===== src/rtl/vss_pkg.sv =====
package vss_pkg;

  // ==========================================================
  // Clock and timing
  // ==========================================================
  localparam int unsigned CLK_MHZ          = 100;
  localparam int unsigned MASK_HOLD_US     = 15;
  localparam int unsigned MASK_HOLD_CYC    = MASK_HOLD_US * CLK_MHZ;
  localparam int unsigned STARTUP_DELAY_US = 1500;
  localparam int unsigned STARTUP_DELAY_CYC = STARTUP_DELAY_US * CLK_MHZ;
  localparam int unsigned BOOT_HOLD_US     = 200;
  localparam int unsigned BOOT_HOLD_CYC    = BOOT_HOLD_US * CLK_MHZ;
  // Step clock ~1.8 MHz: half period in core cycles, rounded down
  localparam int unsigned STEP_CLK_KHZ     = 1800;
  localparam int unsigned STEP_HALF_CYC    = (CLK_MHZ * 1000) / (2 * STEP_CLK_KHZ);
  localparam int unsigned SS_DIV_RESET     = 100;

  // ==========================================================
  // Reference codes (6.25 mV per LSB, 0 V at code 0)
  // ==========================================================
  localparam logic [7:0] BOOT_CODE  = 8'hAD; // 1.081 V = 173 LSB
  localparam logic [7:0] UV_EN_CODE = 8'h60; // 0.6 V = 96 LSB

  // ==========================================================
  // Register map
  // ==========================================================
  localparam logic [3:0] REG_CTRL   = 4'h0;
  localparam logic [3:0] REG_STATUS = 4'h4;
  localparam logic [3:0] REG_REF    = 4'h8;
  localparam logic [3:0] REG_SSDIV  = 4'hC;
  localparam int unsigned CTRL_EN_BIT = 0;

  // Sequencer states
  typedef enum logic [5:0] {
    VSS_OFF   = 6'h01,
    VSS_DELAY = 6'h02,
    VSS_RAMP  = 6'h04,
    VSS_BOOT  = 6'h08,
    VSS_TGT   = 6'h10,
    VSS_RUN   = 6'h20
  } vss_state_t;

  // Protection and drive controls
  typedef struct packed {
    logic ov_en;
    logic uv_en;
    logic oc_boost;
    logic all_phases;
    logic ls_allow;
    logic ss_done;
  } vss_ctl_t;

endpackage


===== src/rtl/vss_top.sv =====
`timescale 1ns/10ps
// Behaviour
// - Mask OV and UV checks during transitions, plus 15 us after each ends.
// - Raise overcurrent limit to 150% during transitions and 15 us after.
// - Reference change while low-power indicator is low enables all N phases.
// - Sample code on step-clock rise; accept only if next fall agrees.
// - From next rising step edge, move reference one LSB per step cycle.
// - Ignore code changes during a transition; resume at next rising edge.
// - Internal step clock runs near 1.8 MHz.
// - Below supply threshold, stay off with all drivers off.
// - Supplied and enabled, start soft-start toward programmed voltage.
// - Enable low clears latched faults, drops done flag, keeps drivers off.
// - Start soft-start only with all supplies good and enable released.
// - Release done output when soft-start completes.
// - Overvoltage always active in soft-start; undervoltage only while reference is at or above 0.6 V.
// - Soft-start with all phases; shed phases only after done.
// - Wait about 1.5 ms before ramping reference.
// - Ramp reference with soft-start oscillator up to 1.081 V boot level.
// - Hold boot level 200 us reading code, then ramp to target.
// - Code below boot level ramps reference down from boot.
// - Soft-start stepping uses its own oscillator, independent of switching.
// - Control loop keeps low-side off until high-side starts switching or soft-start is done.
// - Overvoltage protection may still turn low-side on during start-up.
module vss_top (
  // Clock, reset, enable
  input  wire logic       CLK_I,
  input  wire logic       RST_I,
  input  wire logic       CE_I,
  // Wishbone slave
  input  wire logic       CYC_I,
  input  wire logic       STB_I,
  input  wire logic       WE_I,
  input  wire logic [3:0] ADR_I,
  input  wire logic [3:0] SEL_I,
  input  wire logic [31:0] DAT_I,
  output logic      [31:0] DAT_O,
  output logic            ACK_O,
  // Supplies and pins
  input  wire logic       SUPPLY_GOOD_I,
  input  wire logic       OUTPUT_ENABLE_PIN_I,
  input  wire logic       LOW_POWER_INDICATOR_N_I,
  input  wire logic [7:0] VOLTAGE_ID_CODE_I,
  input  wire logic       HS_SWITCHING_I,
  input  wire logic       OV_DETECT_I,
  input  wire logic       UV_DETECT_I,
  // Outputs
  output logic      [7:0] REF_CODE_O,
  output logic            OV_EN_O,
  output logic            UV_EN_O,
  output logic            OC_BOOST_O,
  output logic            ALL_PHASES_O,
  output logic            DRIVERS_EN_O,
  output logic            LS_CTRL_EN_O,
  output logic            LS_FORCE_O,
  output logic            FAULT_O,
  output logic            SS_DONE_OUT_O,
  output logic            SS_DONE_OE_N_O
);

  // ==========================================================
  // Registers
  // ==========================================================
  vss_pkg::vss_state_t st_r, st_nxt;
  logic [7:0]  ref_r;
  logic [7:0]  vid_s1_r, vid_s2_r, vid_hold_r, tgt_r;
  logic [7:0]  step_cnt_r;
  logic        step_clk_r;
  logic [7:0]  ss_cnt_r;
  logic [7:0]  ss_div_r;
  logic [17:0] tmr_r;
  logic [10:0] mask_cnt_r;
  logic        cand_r, dvid_r, fault_r, ctl_en_r, psi_dvid_r;
  vss_pkg::vss_ctl_t ctl_r;

  // ==========================================================
  // Decode
  // ==========================================================
  wire enabled   = SUPPLY_GOOD_I & OUTPUT_ENABLE_PIN_I & ctl_en_r;
  wire step_tick = CE_I & (step_cnt_r == 8'(vss_pkg::STEP_HALF_CYC - 1));
  wire step_rise = step_tick & ~step_clk_r;
  wire step_fall = step_tick & step_clk_r;
  wire ss_tick   = CE_I & (ss_cnt_r == ss_div_r);
  wire at_tgt    = (ref_r == tgt_r);
  wire wb_req    = CYC_I & STB_I & ~ACK_O;
  wire wb_wr     = wb_req & WE_I & SEL_I[0];
  wire tmr_done  = (tmr_r == 18'h0);
  wire mask_busy = dvid_r | (mask_cnt_r != 11'h0);

  // Read mux
  logic [31:0] rd_mux;
  always_comb begin
    case (ADR_I)
      vss_pkg::REG_CTRL:   rd_mux = {31'h0, ctl_en_r};
      vss_pkg::REG_STATUS: rd_mux = {20'h0, fault_r, dvid_r, ctl_r, st_r[5], st_r[0],
                                     2'h0};
      vss_pkg::REG_REF:    rd_mux = {16'h0, tgt_r, ref_r};
      vss_pkg::REG_SSDIV:  rd_mux = {24'h0, ss_div_r};
      default:             rd_mux = 32'h0;
    endcase
  end

  // ==========================================================
  // Wishbone slave: ack one cycle after request
  // ==========================================================
  always_ff @(posedge CLK_I) begin
    if (RST_I) begin
      ACK_O    <= 1'b0;
      DAT_O    <= 32'h0;
      ctl_en_r <= 1'b1;
      ss_div_r <= 8'(vss_pkg::SS_DIV_RESET);
    end else if (CE_I) begin
      ACK_O <= wb_req;
      DAT_O <= wb_req ? rd_mux : 32'h0;
      if (wb_wr && ADR_I == vss_pkg::REG_CTRL)  ctl_en_r <= DAT_I[vss_pkg::CTRL_EN_BIT];
      if (wb_wr && ADR_I == vss_pkg::REG_SSDIV) ss_div_r <= DAT_I[7:0];
    end
  end

  // ==========================================================
  // Internal oscillators: free running dividers
  // ==========================================================
  always_ff @(posedge CLK_I) begin
    if (RST_I) begin
      step_cnt_r <= 8'h0;
      step_clk_r <= 1'b0;
      ss_cnt_r   <= 8'h0;
    end else if (CE_I) begin
      step_cnt_r <= step_tick ? 8'h0 : step_cnt_r + 8'h1;
      if (step_tick) step_clk_r <= ~step_clk_r;
      ss_cnt_r   <= ss_tick ? 8'h0 : ss_cnt_r + 8'h1;
    end
  end

  // ==========================================================
  // Code input sync, two flops deep; the confirm is in the sequencer
  // ==========================================================
  always_ff @(posedge CLK_I) begin
    if (RST_I) begin
      vid_s1_r <= 8'h0;
      vid_s2_r <= 8'h0;
    end else if (CE_I) begin
      vid_s1_r <= VOLTAGE_ID_CODE_I;
      vid_s2_r <= vid_s1_r;
    end
  end

  // ==========================================================
  // Sequencer next state
  // ==========================================================
  always_comb begin
    case (st_r)
      vss_pkg::VSS_OFF:   st_nxt = enabled ? vss_pkg::VSS_DELAY : vss_pkg::VSS_OFF;
      vss_pkg::VSS_DELAY: st_nxt = tmr_done ? vss_pkg::VSS_RAMP : vss_pkg::VSS_DELAY;
      vss_pkg::VSS_RAMP:  st_nxt = (ref_r == vss_pkg::BOOT_CODE) ? vss_pkg::VSS_BOOT
                                                                : vss_pkg::VSS_RAMP;
      vss_pkg::VSS_BOOT:  st_nxt = tmr_done ? vss_pkg::VSS_TGT : vss_pkg::VSS_BOOT;
      vss_pkg::VSS_TGT:   st_nxt = at_tgt ? vss_pkg::VSS_RUN : vss_pkg::VSS_TGT;
      vss_pkg::VSS_RUN:   st_nxt = vss_pkg::VSS_RUN;
      default:            st_nxt = vss_pkg::VSS_OFF;
    endcase
    if (!enabled) st_nxt = vss_pkg::VSS_OFF;
  end

  // Sequencer, reference and timers.
  // Dropping enable resets everything at once, including the latched fault.
  always_ff @(posedge CLK_I) begin
    if (RST_I || (CE_I && !enabled)) begin
      st_r       <= vss_pkg::VSS_OFF;
      ref_r      <= 8'h0;
      tgt_r      <= 8'h0;
      tmr_r      <= 18'(vss_pkg::STARTUP_DELAY_CYC - 1);
      cand_r     <= 1'b0;
      vid_hold_r <= 8'h0;
      dvid_r     <= 1'b0;
      fault_r    <= 1'b0;
      psi_dvid_r <= 1'b0;
    end else if (CE_I) begin
      st_r <= st_nxt;
      // Entering the delay reloads the long count, any other move the boot window
      if (st_r != st_nxt)
        tmr_r <= (st_nxt == vss_pkg::VSS_DELAY) ? 18'(vss_pkg::STARTUP_DELAY_CYC - 1)
                                               : 18'(vss_pkg::BOOT_HOLD_CYC - 1);
      else if (!tmr_done)
        tmr_r <= tmr_r - 18'h1;
      // Stop at the boot level even if a tick lands in the leaving cycle
      if (st_r == vss_pkg::VSS_RAMP && ss_tick && ref_r != vss_pkg::BOOT_CODE)
        ref_r <= ref_r + 8'h1;
      if (st_r == vss_pkg::VSS_BOOT)
        tgt_r <= vid_s2_r;
      if (st_r == vss_pkg::VSS_TGT && ss_tick && !at_tgt)
        ref_r <= (tgt_r > ref_r) ? ref_r + 8'h1 : ref_r - 8'h1;
      // Running: confirm on fall, step on rises
      if (st_r == vss_pkg::VSS_RUN) begin
        if (!dvid_r && step_rise) begin
          cand_r     <= (vid_s2_r != tgt_r);
          vid_hold_r <= vid_s2_r;
        end
        if (!dvid_r && step_fall && cand_r) begin
          cand_r <= 1'b0;
          if (vid_s2_r == vid_hold_r) begin
            tgt_r      <= vid_hold_r;
            dvid_r     <= 1'b1;
            psi_dvid_r <= ~LOW_POWER_INDICATOR_N_I;
          end
        end
        if (dvid_r && step_rise) begin
          if (at_tgt) begin
            dvid_r     <= 1'b0;
            psi_dvid_r <= 1'b0;
          end else
            ref_r <= (tgt_r > ref_r) ? ref_r + 8'h1 : ref_r - 8'h1;
        end
      end
      if ((OV_DETECT_I && ctl_r.ov_en) || (UV_DETECT_I && ctl_r.uv_en))
        fault_r <= 1'b1;
    end
  end

  // ==========================================================
  // Post-transition mask hold, 15 us
  // ==========================================================
  always_ff @(posedge CLK_I) begin
    if (RST_I) mask_cnt_r <= 11'h0;
    else if (CE_I) begin
      if (dvid_r) mask_cnt_r <= 11'(vss_pkg::MASK_HOLD_CYC);
      else if (mask_cnt_r != 11'h0) mask_cnt_r <= mask_cnt_r - 11'h1;
    end
  end

  // ==========================================================
  // Control outputs
  // ==========================================================
  always_ff @(posedge CLK_I) begin
    // All phases stay on out of reset so the pin never glitches low
    if (RST_I) ctl_r <= '{all_phases: 1'b1, default: 1'b0};
    else if (CE_I) begin
      ctl_r.ov_en      <= (st_r != vss_pkg::VSS_OFF) & ~mask_busy;
      ctl_r.uv_en      <= (st_r != vss_pkg::VSS_OFF) & ~mask_busy &
                          (ref_r >= vss_pkg::UV_EN_CODE);
      ctl_r.oc_boost   <= mask_busy;
      ctl_r.all_phases <= (st_r != vss_pkg::VSS_RUN) | psi_dvid_r |
                          LOW_POWER_INDICATOR_N_I;
      ctl_r.ls_allow   <= (st_r == vss_pkg::VSS_RUN) | ctl_r.ls_allow & enabled |
                          (st_r != vss_pkg::VSS_OFF) & HS_SWITCHING_I;
      ctl_r.ss_done    <= (st_r == vss_pkg::VSS_RUN);
    end
  end

  // Registered pin outputs
  always_ff @(posedge CLK_I) begin
    if (RST_I) begin
      REF_CODE_O     <= 8'h0;
      OV_EN_O        <= 1'b0;
      UV_EN_O        <= 1'b0;
      OC_BOOST_O     <= 1'b0;
      ALL_PHASES_O   <= 1'b1;
      DRIVERS_EN_O   <= 1'b0;
      LS_CTRL_EN_O   <= 1'b0;
      LS_FORCE_O     <= 1'b0;
      FAULT_O        <= 1'b0;
      SS_DONE_OUT_O  <= 1'b0;
      SS_DONE_OE_N_O <= 1'b0;
    end else if (CE_I) begin
      REF_CODE_O     <= ref_r;
      OV_EN_O        <= ctl_r.ov_en;
      UV_EN_O        <= ctl_r.uv_en;
      OC_BOOST_O     <= ctl_r.oc_boost;
      ALL_PHASES_O   <= ctl_r.all_phases;
      DRIVERS_EN_O   <= enabled & (st_r != vss_pkg::VSS_OFF) & ~fault_r;
      LS_CTRL_EN_O   <= ctl_r.ls_allow & ~fault_r;
      // Overvoltage may fire the low side regardless of start-up blanking
      LS_FORCE_O     <= fault_r & OV_DETECT_I | ctl_r.ov_en & OV_DETECT_I;
      FAULT_O        <= fault_r;
      SS_DONE_OUT_O  <= 1'b0;
      SS_DONE_OE_N_O <= ctl_r.ss_done;
    end
  end
endmodule


===== config.mk =====
export PLATFORM = sky130hd
export DESIGN_NAME = vss_top
export DESIGN_NICKNAME = d
export VERILOG_FILES = /design/src/rtl/vss_pkg.sv /design/src/rtl/vss_top.sv
export SDC_FILE = /design/constraint.sdc
export NUM_CORES = 1
export LEC_CHECK = 0
export ABC_AREA = 1
export BUFFER_PORTS_ARGS = -buffer_cell sky130_fd_sc_hd__buf_2
export CAP_MARGIN = 10
export CELL_PAD_IN_SITES_DETAIL_PLACEMENT = 0
export CELL_PAD_IN_SITES_GLOBAL_PLACEMENT = 1
export CORE_ASPECT_RATIO = 1.25
export CORE_MARGIN = 4
export CORE_UTILIZATION = 42
export CTS_CLUSTER_DIAMETER = 40
export CTS_CLUSTER_SIZE = 10
export DETAILED_ROUTE_END_ITERATION = 7
export HOLD_SLACK_MARGIN = 0.06
export PLACE_DENSITY_LB_ADDON = 0.1
export SETUP_SLACK_MARGIN = 0.3
export SLEW_MARGIN = 5
export SYNTH_ARGS = -nofsm -noshare
export SYNTH_HDL_FRONTEND = slang
export SYNTH_SLANG_ARGS = --single-unit

===== constraint.sdc =====
create_clock -name CLK_I -period 3.22 [get_ports CLK_I]
set_clock_uncertainty 0.15 [all_clocks]
set_input_delay 0.322 -clock CLK_I [delete_from_list [all_inputs] [get_ports CLK_I]]
set_output_delay 0.322 -clock CLK_I [all_outputs]
set_load 0.005 [all_outputs]

### Word-level counts from Yosys, hierarchy flattened

Index checks and enable logic that the tools add are counted.

* word-level logic and storage cells: 161
* register bits after elaboration: 161
* output and inout bits: 51

* bitwise operators: 30
* add/sub/neg operators: 6
* reductions and logical operators: 32
* equality and inequality tests: 21
* order comparisons: 2
* multiplexer cells: 35

Operator list (count)
* $mux 8: 12
* $pmux 16 s4: 1
* $mux 18: 3
* $pmux 6 s6: 1
* $mux 32: 1
* $add 8x1->8 const B: 3
* $eq 8x8->1: 3
* $mux 11: 2
* $and 1x1->1: 19
* $logic_not 18->1: 1
* $sub 18x1->18 const B: 1
* $reduce_and 2->1: 7
* $logic_and 1x1->1: 13
* $eq 6x2->1 const B: 2
* $mux 6: 2
* $reduce_bool 11->1: 1
* $sub 11x1->11 const B: 1
* $mux 1: 10
* $eq 4x4->1 const B: 2
* $eq 8x5->1 const B: 1
* $eq 8x8->1 const B: 1
* $ge 8x7->1 const B: 1
* $gt 8x8->1: 1
* $ne 8x8->1: 1
* other kinds (22): 36

### Longest topological paths before layout

Gate-level depths: netlist of run 1.

* word-level depth: 9
* gate-level depth with buffers: 18
* mapped depth without buffers: 17

### Worst setup path after synthesis of run 1

No wires, ideal clock.

* path type: register to register
* start point: register ref_r[5]
* end point: register tmr_r[17]
* stages on the path, launching flop included: 18
* required time: 2.936 ns
* period minus slack after synthesis: 2.565 ns
* buffers on the path: 2
* library setup time: 0.134 ns
* data arrival time: 2.282 ns
* slack: 0.655 ns
* cells stage by stage: dfxtp_1 clkbuf_1 inv_1 ha_1 nand2_1 nor2_1 nand2_1 o21ai_1 nand2_1 nand2_1 nand2_1 nor2_4 nand3_4 nand2_4 nand2_2 buf_6 nand2_1 nand3_1

* word-level cells in the longest chain between the ends: 7
* elaborated cells between the ends (all ways): 12
* those cells by class: eq/ne: 5; mux: 6; reduce/logical: 1

RTL lines
* from (decl): line vss_top.sv:64 `logic [7:0] ref_r;`
* from (signal assigned): line vss_top.sv:187 `ref_r <= ref_r + 8'h1;`
* from (signal assigned): line vss_top.sv:191 `ref_r <= (tgt_r > ref_r) ? ref_r + 8'h1 : ref_r - 8'h1;`
* from (signal assigned): line vss_top.sv:211 `ref_r <= (tgt_r > ref_r) ? ref_r + 8'h1 : ref_r - 8'h1;`
* $eq 8x8->1 (on tied branches): line vss_top.sv:154, vss_top.sv:83
* $mux 4 / $mux 6 (equally long branches): line vss_top.sv:154, vss_top.sv:157
* $pmux 6 s6 (*): line vss_top.sv:151 `case (st_r)`
* $mux 6 (*): line vss_top.sv:161 `if (!enabled) st_nxt = vss_pkg::VSS_OFF;`
* $ne 6x6->1 / $eq 6x2->1 (equally long branches): line vss_top.sv:180, vss_top.sv:181
* $ne 2x1->1 (no line) / $mux 18 (equally long branches)
* $reduce_and 2->1 (no line) / $mux 18 (equally long branches)
* to (signal assigned): line vss_top.sv:171 `tmr_r <= 18'(vss_pkg::STARTUP_DELAY_CYC - 1);`
* to (signal assigned): line vss_top.sv:181 `tmr_r <= (st_nxt == vss_pkg::VSS_DELAY) ? 18'(vss_pkg::STARTUP_DELAY_CYC - 1)`
* to (signal assigned): line vss_top.sv:184 `tmr_r <= tmr_r - 18'h1;`
* to (decl): line vss_top.sv:70 `logic [17:0] tmr_r;`

Mark *: on every way between the ends. The rest lies on a longest branch, timed or not.
A chain may end at the register's enable or synchronous reset.

### Final worst setup path of run 1

* start point: register ref_r[3]
* end point: register tmr_r[9]

Same word-level chain as after synthesis.

==> reports/metrics.cfg, run 1 <==
[synthesis]
async_flop_share_pct=0
synth-xor-area-share_pct=5.610
synthAdderAreaFrac_pct=2.725
syn_inst=1095
yosys_warnings=0
synth_cell_type_count=49
synth_top_family_by_area=simple AND/OR/NAND/NOR gates
synth_seq_cells=145
synth_area_um2=7806
synth_edf_count=0
ys_seq_area_share_pct=37.19
synth_top_area_cell=dfxtp_1
syn_avg_cell_area_um2=7.129
ys_top_cells_by_area=dfxtp_1, nand2_1, a21oi_1
synth-compound-area-share_pct=17.34
yosys.area_share.simple_pct=27.15
synth_ff_type=dfxtp_1
synthMuxAreaShare_pct=0
synth_top_cell_area_share_pct=37.19

[timing]
relSlewSlack_pct=50.24
fin_crit_ns=2.687
finalSetupTns_ns=0
tightest_slew_ns=0.7436
setup_viol=0
finalHoldViolCount=0
slew_viol_final=0
max_freq_mhz=372.2
rsz0062_at_grt=no
layout_worst_path_cycle_share_pct=83.44

[final_layout]
drive_gt1_share_pct=14.85
n_antenna_cell=0
syn2layout_area_growth_pct=17.04
nNetsFinal=1258

[clock_tree]
clock-sinks=145
clockBufferDepth=2
cts_buffers=17
clkLatencyLatePin_ns=0.43
cts-root-buf=clkbuf_16
cts_tree=built
cts_setup_buffers=0
cts_max_level=4
clk_pin_slew_worst_paths_ns=0.06

[route]
postRouteAntennaNets=0
avgViaCountPerCell=5.111
drt-total-wl_mm=22.03
wl_per_cell_um=15.52
first_pass_iters=5
drc=0
drt_iter0_drc=360
vias=7258

[global_route]
grt_pass1_wl_mm=35.78
grt.total_usage_pct=21.63
antenna_found_initial=0
overflow=0
grt_pass1_vias=6923
grt_max_degree=56

[critical_path]
critPathArrivalTime_ns=2.86
crit_type=reg2reg
critPathMaxFanout=14
critPathSlowestCell=dfxtp_1
crit_path_end_kind=flip-flop
crit_chain=clkinv_1 -> ha_1 -> nand2_1 -> nor2_1 -> nand2_2 -> o21ai_2 -> nand2_1 -> nand2_1 -> nand2_1 -> nor2_4 -> nand3_4 -> buf_4 -> nand2_1 -> nand3_1 -> nor2_1 -> nor2_1
slowest_delay_ns=0.42
critPathRequiredTime_ns=3.39
critPathLaunchType=flip-flop
crit_top_cell=nand2_1

[power]
power_w=0.004742
max-vdd-ir-drop_v=0.0003545
leakagePower_nw=3.958
power_density_nw_per_um2=519.1

[die]
die_h_um=160.4
dieArea_um2=20850
core-area_um2=18170
row_count=55
start_util_pct=42.97
die_w_um=129.9
io_pins=111

[run_status]
status=complete, no violations

[place]
hpwl_mm=16.05
port_buffers=66
gp_congestion=0.8283

[min_path]
hp-class=in2reg

[run]
maxCapViolCount=0

==> kinds of logic (layout without fill, tap and decap cells) <==
kind of cell | after synthesis | count (layout)
flip-flops | 145 | 145
AND/OR/NAND/NOR | 459 | 459
XOR/XNOR | 50 | 50
adder cells (fa/ha/maj) | 17 | 17
AO/OA/AOI/OAI | 240 | 240
other | 1 | 17
buffers and inverters | 183 | 264
==> final timing paths <==
kind	start	endpoint	slack, ns	cells past startpoint
hold / removal	UV_DETECT_I	fault_r$_SDFFE_PP0P_	0.09	3
setup reg to reg	ref_r[3]$_SDFFE_PP0P_	tmr_r[9]$_SDFFE_PP0P_	0.53	16
setup / recovery	ref_r[3]$_SDFFE_PP0P_	tmr_r[9]$_SDFFE_PP0P_	0.53	16
hold reg to reg	psi_dvid_r$_SDFFE_PP0P_	psi_dvid_r$_SDFFE_PP0P_	0.30	2
==> critical path, delay by kind of cell, from the launching register on <==
kind                     cells  cell delay (ns)
flip-flops                   1             0.42
AND/OR/NAND/NOR             12             1.19
AO/OA/AOI/OAI                1             0.16
adder cells (fa/ha/maj)      1             0.31
buffers and inverters        2             0.35
==> sequential cells by signal (all words and copies together), names as in the netlist, 8 cells and up <==
signal / cells
DAT_O: 16
REF_CODE_O: 8
step_cnt_r: 8
vid_s2_r: 8
mask_cnt_r: 11
ss_div_r: 8
tmr_r: 18
tgt_r: 8
vid_hold_r: 8
ss_cnt_r: 8
ref_r: 8
vid_s1_r: 8
==> cell usage in the layout, fill, tap and decap left out, types with 5 or more instances in the layout <==
master and instances:
nand2_1 201, dfxtp_1 141, inv_1 113, nor2_1 97, a21oi_1 97, nand3_1 76
o21ai_0 76, buf_2 66, xor2_1 35, buf_4 27, nand4_1 19, o211ai_1 18
dlygate4sd3_1 18, ha_1 17, conb_1 17, clkbuf_16 17, nor3_1 16, xnor2_1 15
nor2_2 9, nand2_2 8, o221ai_1 8, a31oi_1 7, nor2_4 7, o21ai_1 7
inv_2 6, a211oi_1 6, o21ai_2 5, o22ai_1 5
==> cell usage after synthesis, drive strengths merged (3+ instances only) <==
cell	count
a21oi	99
a211oi	6
xnor2	15
buf	27
xor2	35
o221ai	8
a31oi	7
o22ai	5
nand2	212
nor3b	4
o21ai	88
clkinv	4
dfxtp	145
o31ai	3
nor4	4
o211ai	18
clkbuf	33
nor3	16
inv	119
nand3	80
or2	4
ha	17
nand4	21
nor2	114
==> metal layers <==
layer | wire (µm) | vias up | track usage (%)
li1 | - | 3778 | -
met1 | 9993 | 3334 | 27.50
met2 | 10970 | 126 | 36.93
met3 | 753 | 20 | 4.158
met4 | 313 | 0 | 6.333
met5 | 0 | - | 0
==> per-stage QoR <==
stage	setup WS (ns)	instance area, µm²	hold WS (ns)	std cells	utilization (%)
floorplan	0.6548	7866	0.2731	1111	-
CTS	0.4212	9125	0.06580	1420	50.23
global route	0.2851	9136	0.1088	1420	50.29
global placement	0.4276	8373	0.2898	1372	46.09
finish	0.5331	9136	0.09166	1420	50.29
detailed placement	0.4347	8373	0.2887	1372	46.09
==> power breakdown <==
part	leakage, nW	internal [W]	total, W	switching, W
Clock	0.275	0.00116	0.00196	0.000800
Combinational	2.50	0.000292	0.000792	0.000500
Sequential	1.18	0.00190	0.00200	0.0000920
Total	3.96	0.00335	0.00474	0.00139
==> repair_timing <==
item / in CTS / in global routing
hold buffers: 18 / 0
gates resized for setup: 0 / 6
endpoints found under the hold margin: 21 / 0
endpoints found under the setup margin: 0 / 18
==> layout make-up <==
class	instances	area, µm²
Clock buffer	18	439.2
Clock inverter	12	132.6
Fill cell	1895	9031
Inverter	123	461.7
Multi-Input combinational cell	783	4197
Sequential cell	145	2908
Tap cell	228	285.3
Timing Repair Buffer	111	713.2
Note: power is estimated with default switching activity, not from simulation.
==> inputs of run 2 (changes only) <==
--- a/config.mk
+++ b/config.mk
@@ -12,7 +12,7 @@
 export CELL_PAD_IN_SITES_GLOBAL_PLACEMENT = 1
 export CORE_ASPECT_RATIO = 1.25
 export CORE_MARGIN = 4
-export CORE_UTILIZATION = 42
+export CORE_UTILIZATION = 38
 export CTS_CLUSTER_DIAMETER = 40
 export CTS_CLUSTER_SIZE = 10
 export DETAILED_ROUTE_END_ITERATION = 7
==> constraint.sdc (replaced) <==
create_clock -name CLK_I -period 2.2 [get_ports CLK_I]
set_clock_uncertainty 0.15 [all_clocks]
set_input_delay 0.22 -clock CLK_I [delete_from_list [all_inputs] [get_ports CLK_I]]
set_output_delay 0.22 -clock CLK_I [all_outputs]
set_load 0.005 [all_outputs]
==> reports/metrics.cfg, run 2 (synthesis results as in run 1) <==
[die]
dieArea_um2=22910
core-area_um2=20170
start_util_pct=38.69
die_h_um=168.2
io_pins=111
die_w_um=136.2
row_count=58

[place]
gp_congestion=0.8195
dp.cells=1506
hpwl_mm=17.73
port_buffers=66

[critical_path]
slowest_delay_ns=0.37
crit_chain=inv_6 -> ha_4 -> nand2_2 -> nor2_4 -> nand2_2 -> o21ai_2 -> nand2_1 -> nand2_1 -> nand2_2 -> nor2_4 -> nand3_4 -> buf_12 -> nor2_4 -> nand3_2 -> a21oi_2
critPathLaunchType=flip-flop
critPathLaunch=ref_r[6]$_SDFFE_PP0P_
crit_family=simple AND/OR/NAND/NOR gates
rr_worst_depth=15
timing.rr.start=ref_r[6]$_SDFFE_PP0P_
critPathMaxFanout=7
crit_cells=15
cp-endpoint=tmr_r[13]$_SDFFE_PP0P_
crit_type=reg2reg
critPathArrivalTime_ns=2.55
cp.buffers_inverters=2
crit_path_end_kind=flip-flop
critPathSlowestCell=dfxtp_4
rrSetupSlack_ns=-0.14
critPathRequiredTime_ns=2.41
r2r-end=tmr_r[13]$_SDFFE_PP0P_

[timing]
fin_crit_ns=2.337
finalHoldViolCount=0
rsz0062_at_grt=yes
max_freq_mhz=428.0
timing.final.ws_setup_ns=-0.1367
layout_worst_path_cycle_share_pct=106.2
whs_ns=0.06650
slew_viol_final=0
setup_viol=18

[route]
wl_met3_um=656
drt_iter0_drc=417
postRouteAntennaNets=0
highest_layer=met4
wl_per_cell_um=15.79
drc=0
wl_met2_mm=13.29
first_pass_iters=5
met1Wirelength_mm=10.86
avgViaCountPerCell=4.912
drt-total-wl_mm=25.21
vias=7845

[clock_tree]
cts_buffers=17
cts-root-buf=clkbuf_16
clockBufferDepth=2
clkLatencyLatePin_ns=0.44
cts_max_level=4
clk_pin_slew_worst_paths_ns=0.07
clock-sinks=145
cts_tree=built

[final_layout]
fillers=2028
final_cell_mix=nand2_1, buf_4, dfxtp_1
seqCellArea_um2=2940
syn2layout_area_growth_pct=41.03
stdcell_count=1597
n_antenna_cell=0
largest_reg_flops=18
multiInputGateArea_um2=4813
nNetsFinal=1392
largest-register=tmr_r
reg_top3=tmr_r: 18 flops, DAT_O: 16 flops, mask_cnt_r: 11 flops
drive_gt1_share_pct=32.93
layout_commonest_cell=nand2_1

[run]
maxCapViolCount=0

[power]
power_density_nw_per_um2=679.8
max-vdd-ir-drop_v=0.0006632
leakagePower_nw=4.715

[global_route]
grt_pass1_vias=7591
overflow=0
antenna_found_initial=0
grt_pass1_wl_mm=39.45
grt_max_degree=50
grt.total_usage_pct=21.82

[min_path]
hp-class=in2reg

[run_status]
violations=negative setup slack
status=complete, but fails checks

[run 2: routing by layer]
metal / up-vias / track usage [%]
met5: - / 0
met4: 0 / 5.962
met3: 28 / 3.646
li1: 4049 / -
met2: 115 / 39.90
met1: 3653 / 26.07
[run 2: worst min path at each step]
stage | from | to | slack (ns) | cells after the start
2_1_floorplan | DAT_I[2] | ss_div_r[2]$_SDFFE_PP1P_ | 0.20 | 2
3_3_place_gp | psi_dvid_r$_SDFFE_PP0P_ | psi_dvid_r$_SDFFE_PP0P_ | 0.29 | 2
3_5_place_dp | DAT_I[5] | ss_div_r[5]$_SDFFE_PP1P_ | 0.29 | 3
4_1_cts | WE_I | ctl_en_r$_SDFFE_PP1P_ | 0.07 | 5
5_1_grt | OV_DETECT_I | fault_r$_SDFFE_PP0P_ | 0.12 | 5
6_report | WE_I | ctl_en_r$_SDFFE_PP1P_ | 0.07 | 5
[run 2: repair_timing]
item	CTS	global route
endpoints found under the setup margin	48	62
gates cloned	3	1
buffers inserted	12	22
pin swaps	42	37
hold buffers	22	0
endpoints found under the hold margin	30	0
gates resized for setup	106	81
[run 2: worst register-to-register path, stage by stage (launching register included)]
cell	delay (ns)
dfxtp_4	0.37
inv_6	0.04
ha_4	0.25
nand2_2	0.07
nor2_4	0.12
nand2_2	0.09
o21ai_2	0.16
nand2_1	0.09
nand2_1	0.08
nand2_2	0.06
nor2_4	0.16
nand3_4	0.17
buf_12	0.20
nor2_4	0.08
nand3_2	0.07
a21oi_2	0.14
[run 2: layout make-up]
class	count	area share, %
clock buffers	19	4.023
clock inverters	12	1.136
inverters	123	4.523
multi-input cells	785	43.72
flip-flops and latches	145	26.71
well taps	270	3.069
repair buffers	242	16.75
repair inverters	1	0.06819
[run 2: per-stage QoR]
stage                     worst slack, ns  power [W]  util (%)  setup TNS [ns]  area (µm²)
after floorplan                  -0.09610   0.003849         -         -0.8939        8033
after global placement            -0.1648   0.004286     45.89          -2.406        9258
after detailed placement          -0.2204   0.004289     45.89          -3.403        9258
after CTS                         -0.1570   0.007293     52.09          -2.126       10510
after global routing              -0.2907   0.007853     54.57          -4.884       11010
final                             -0.1367   0.007484     54.57          -1.785       11010
[run 2: power breakdown]
group	internal (W)	switching (W)	total (W)
clock	0.00161	0.00124	0.00284
sequential	0.00279	0.000139	0.00293
combinational	0.000766	0.000949	0.00172
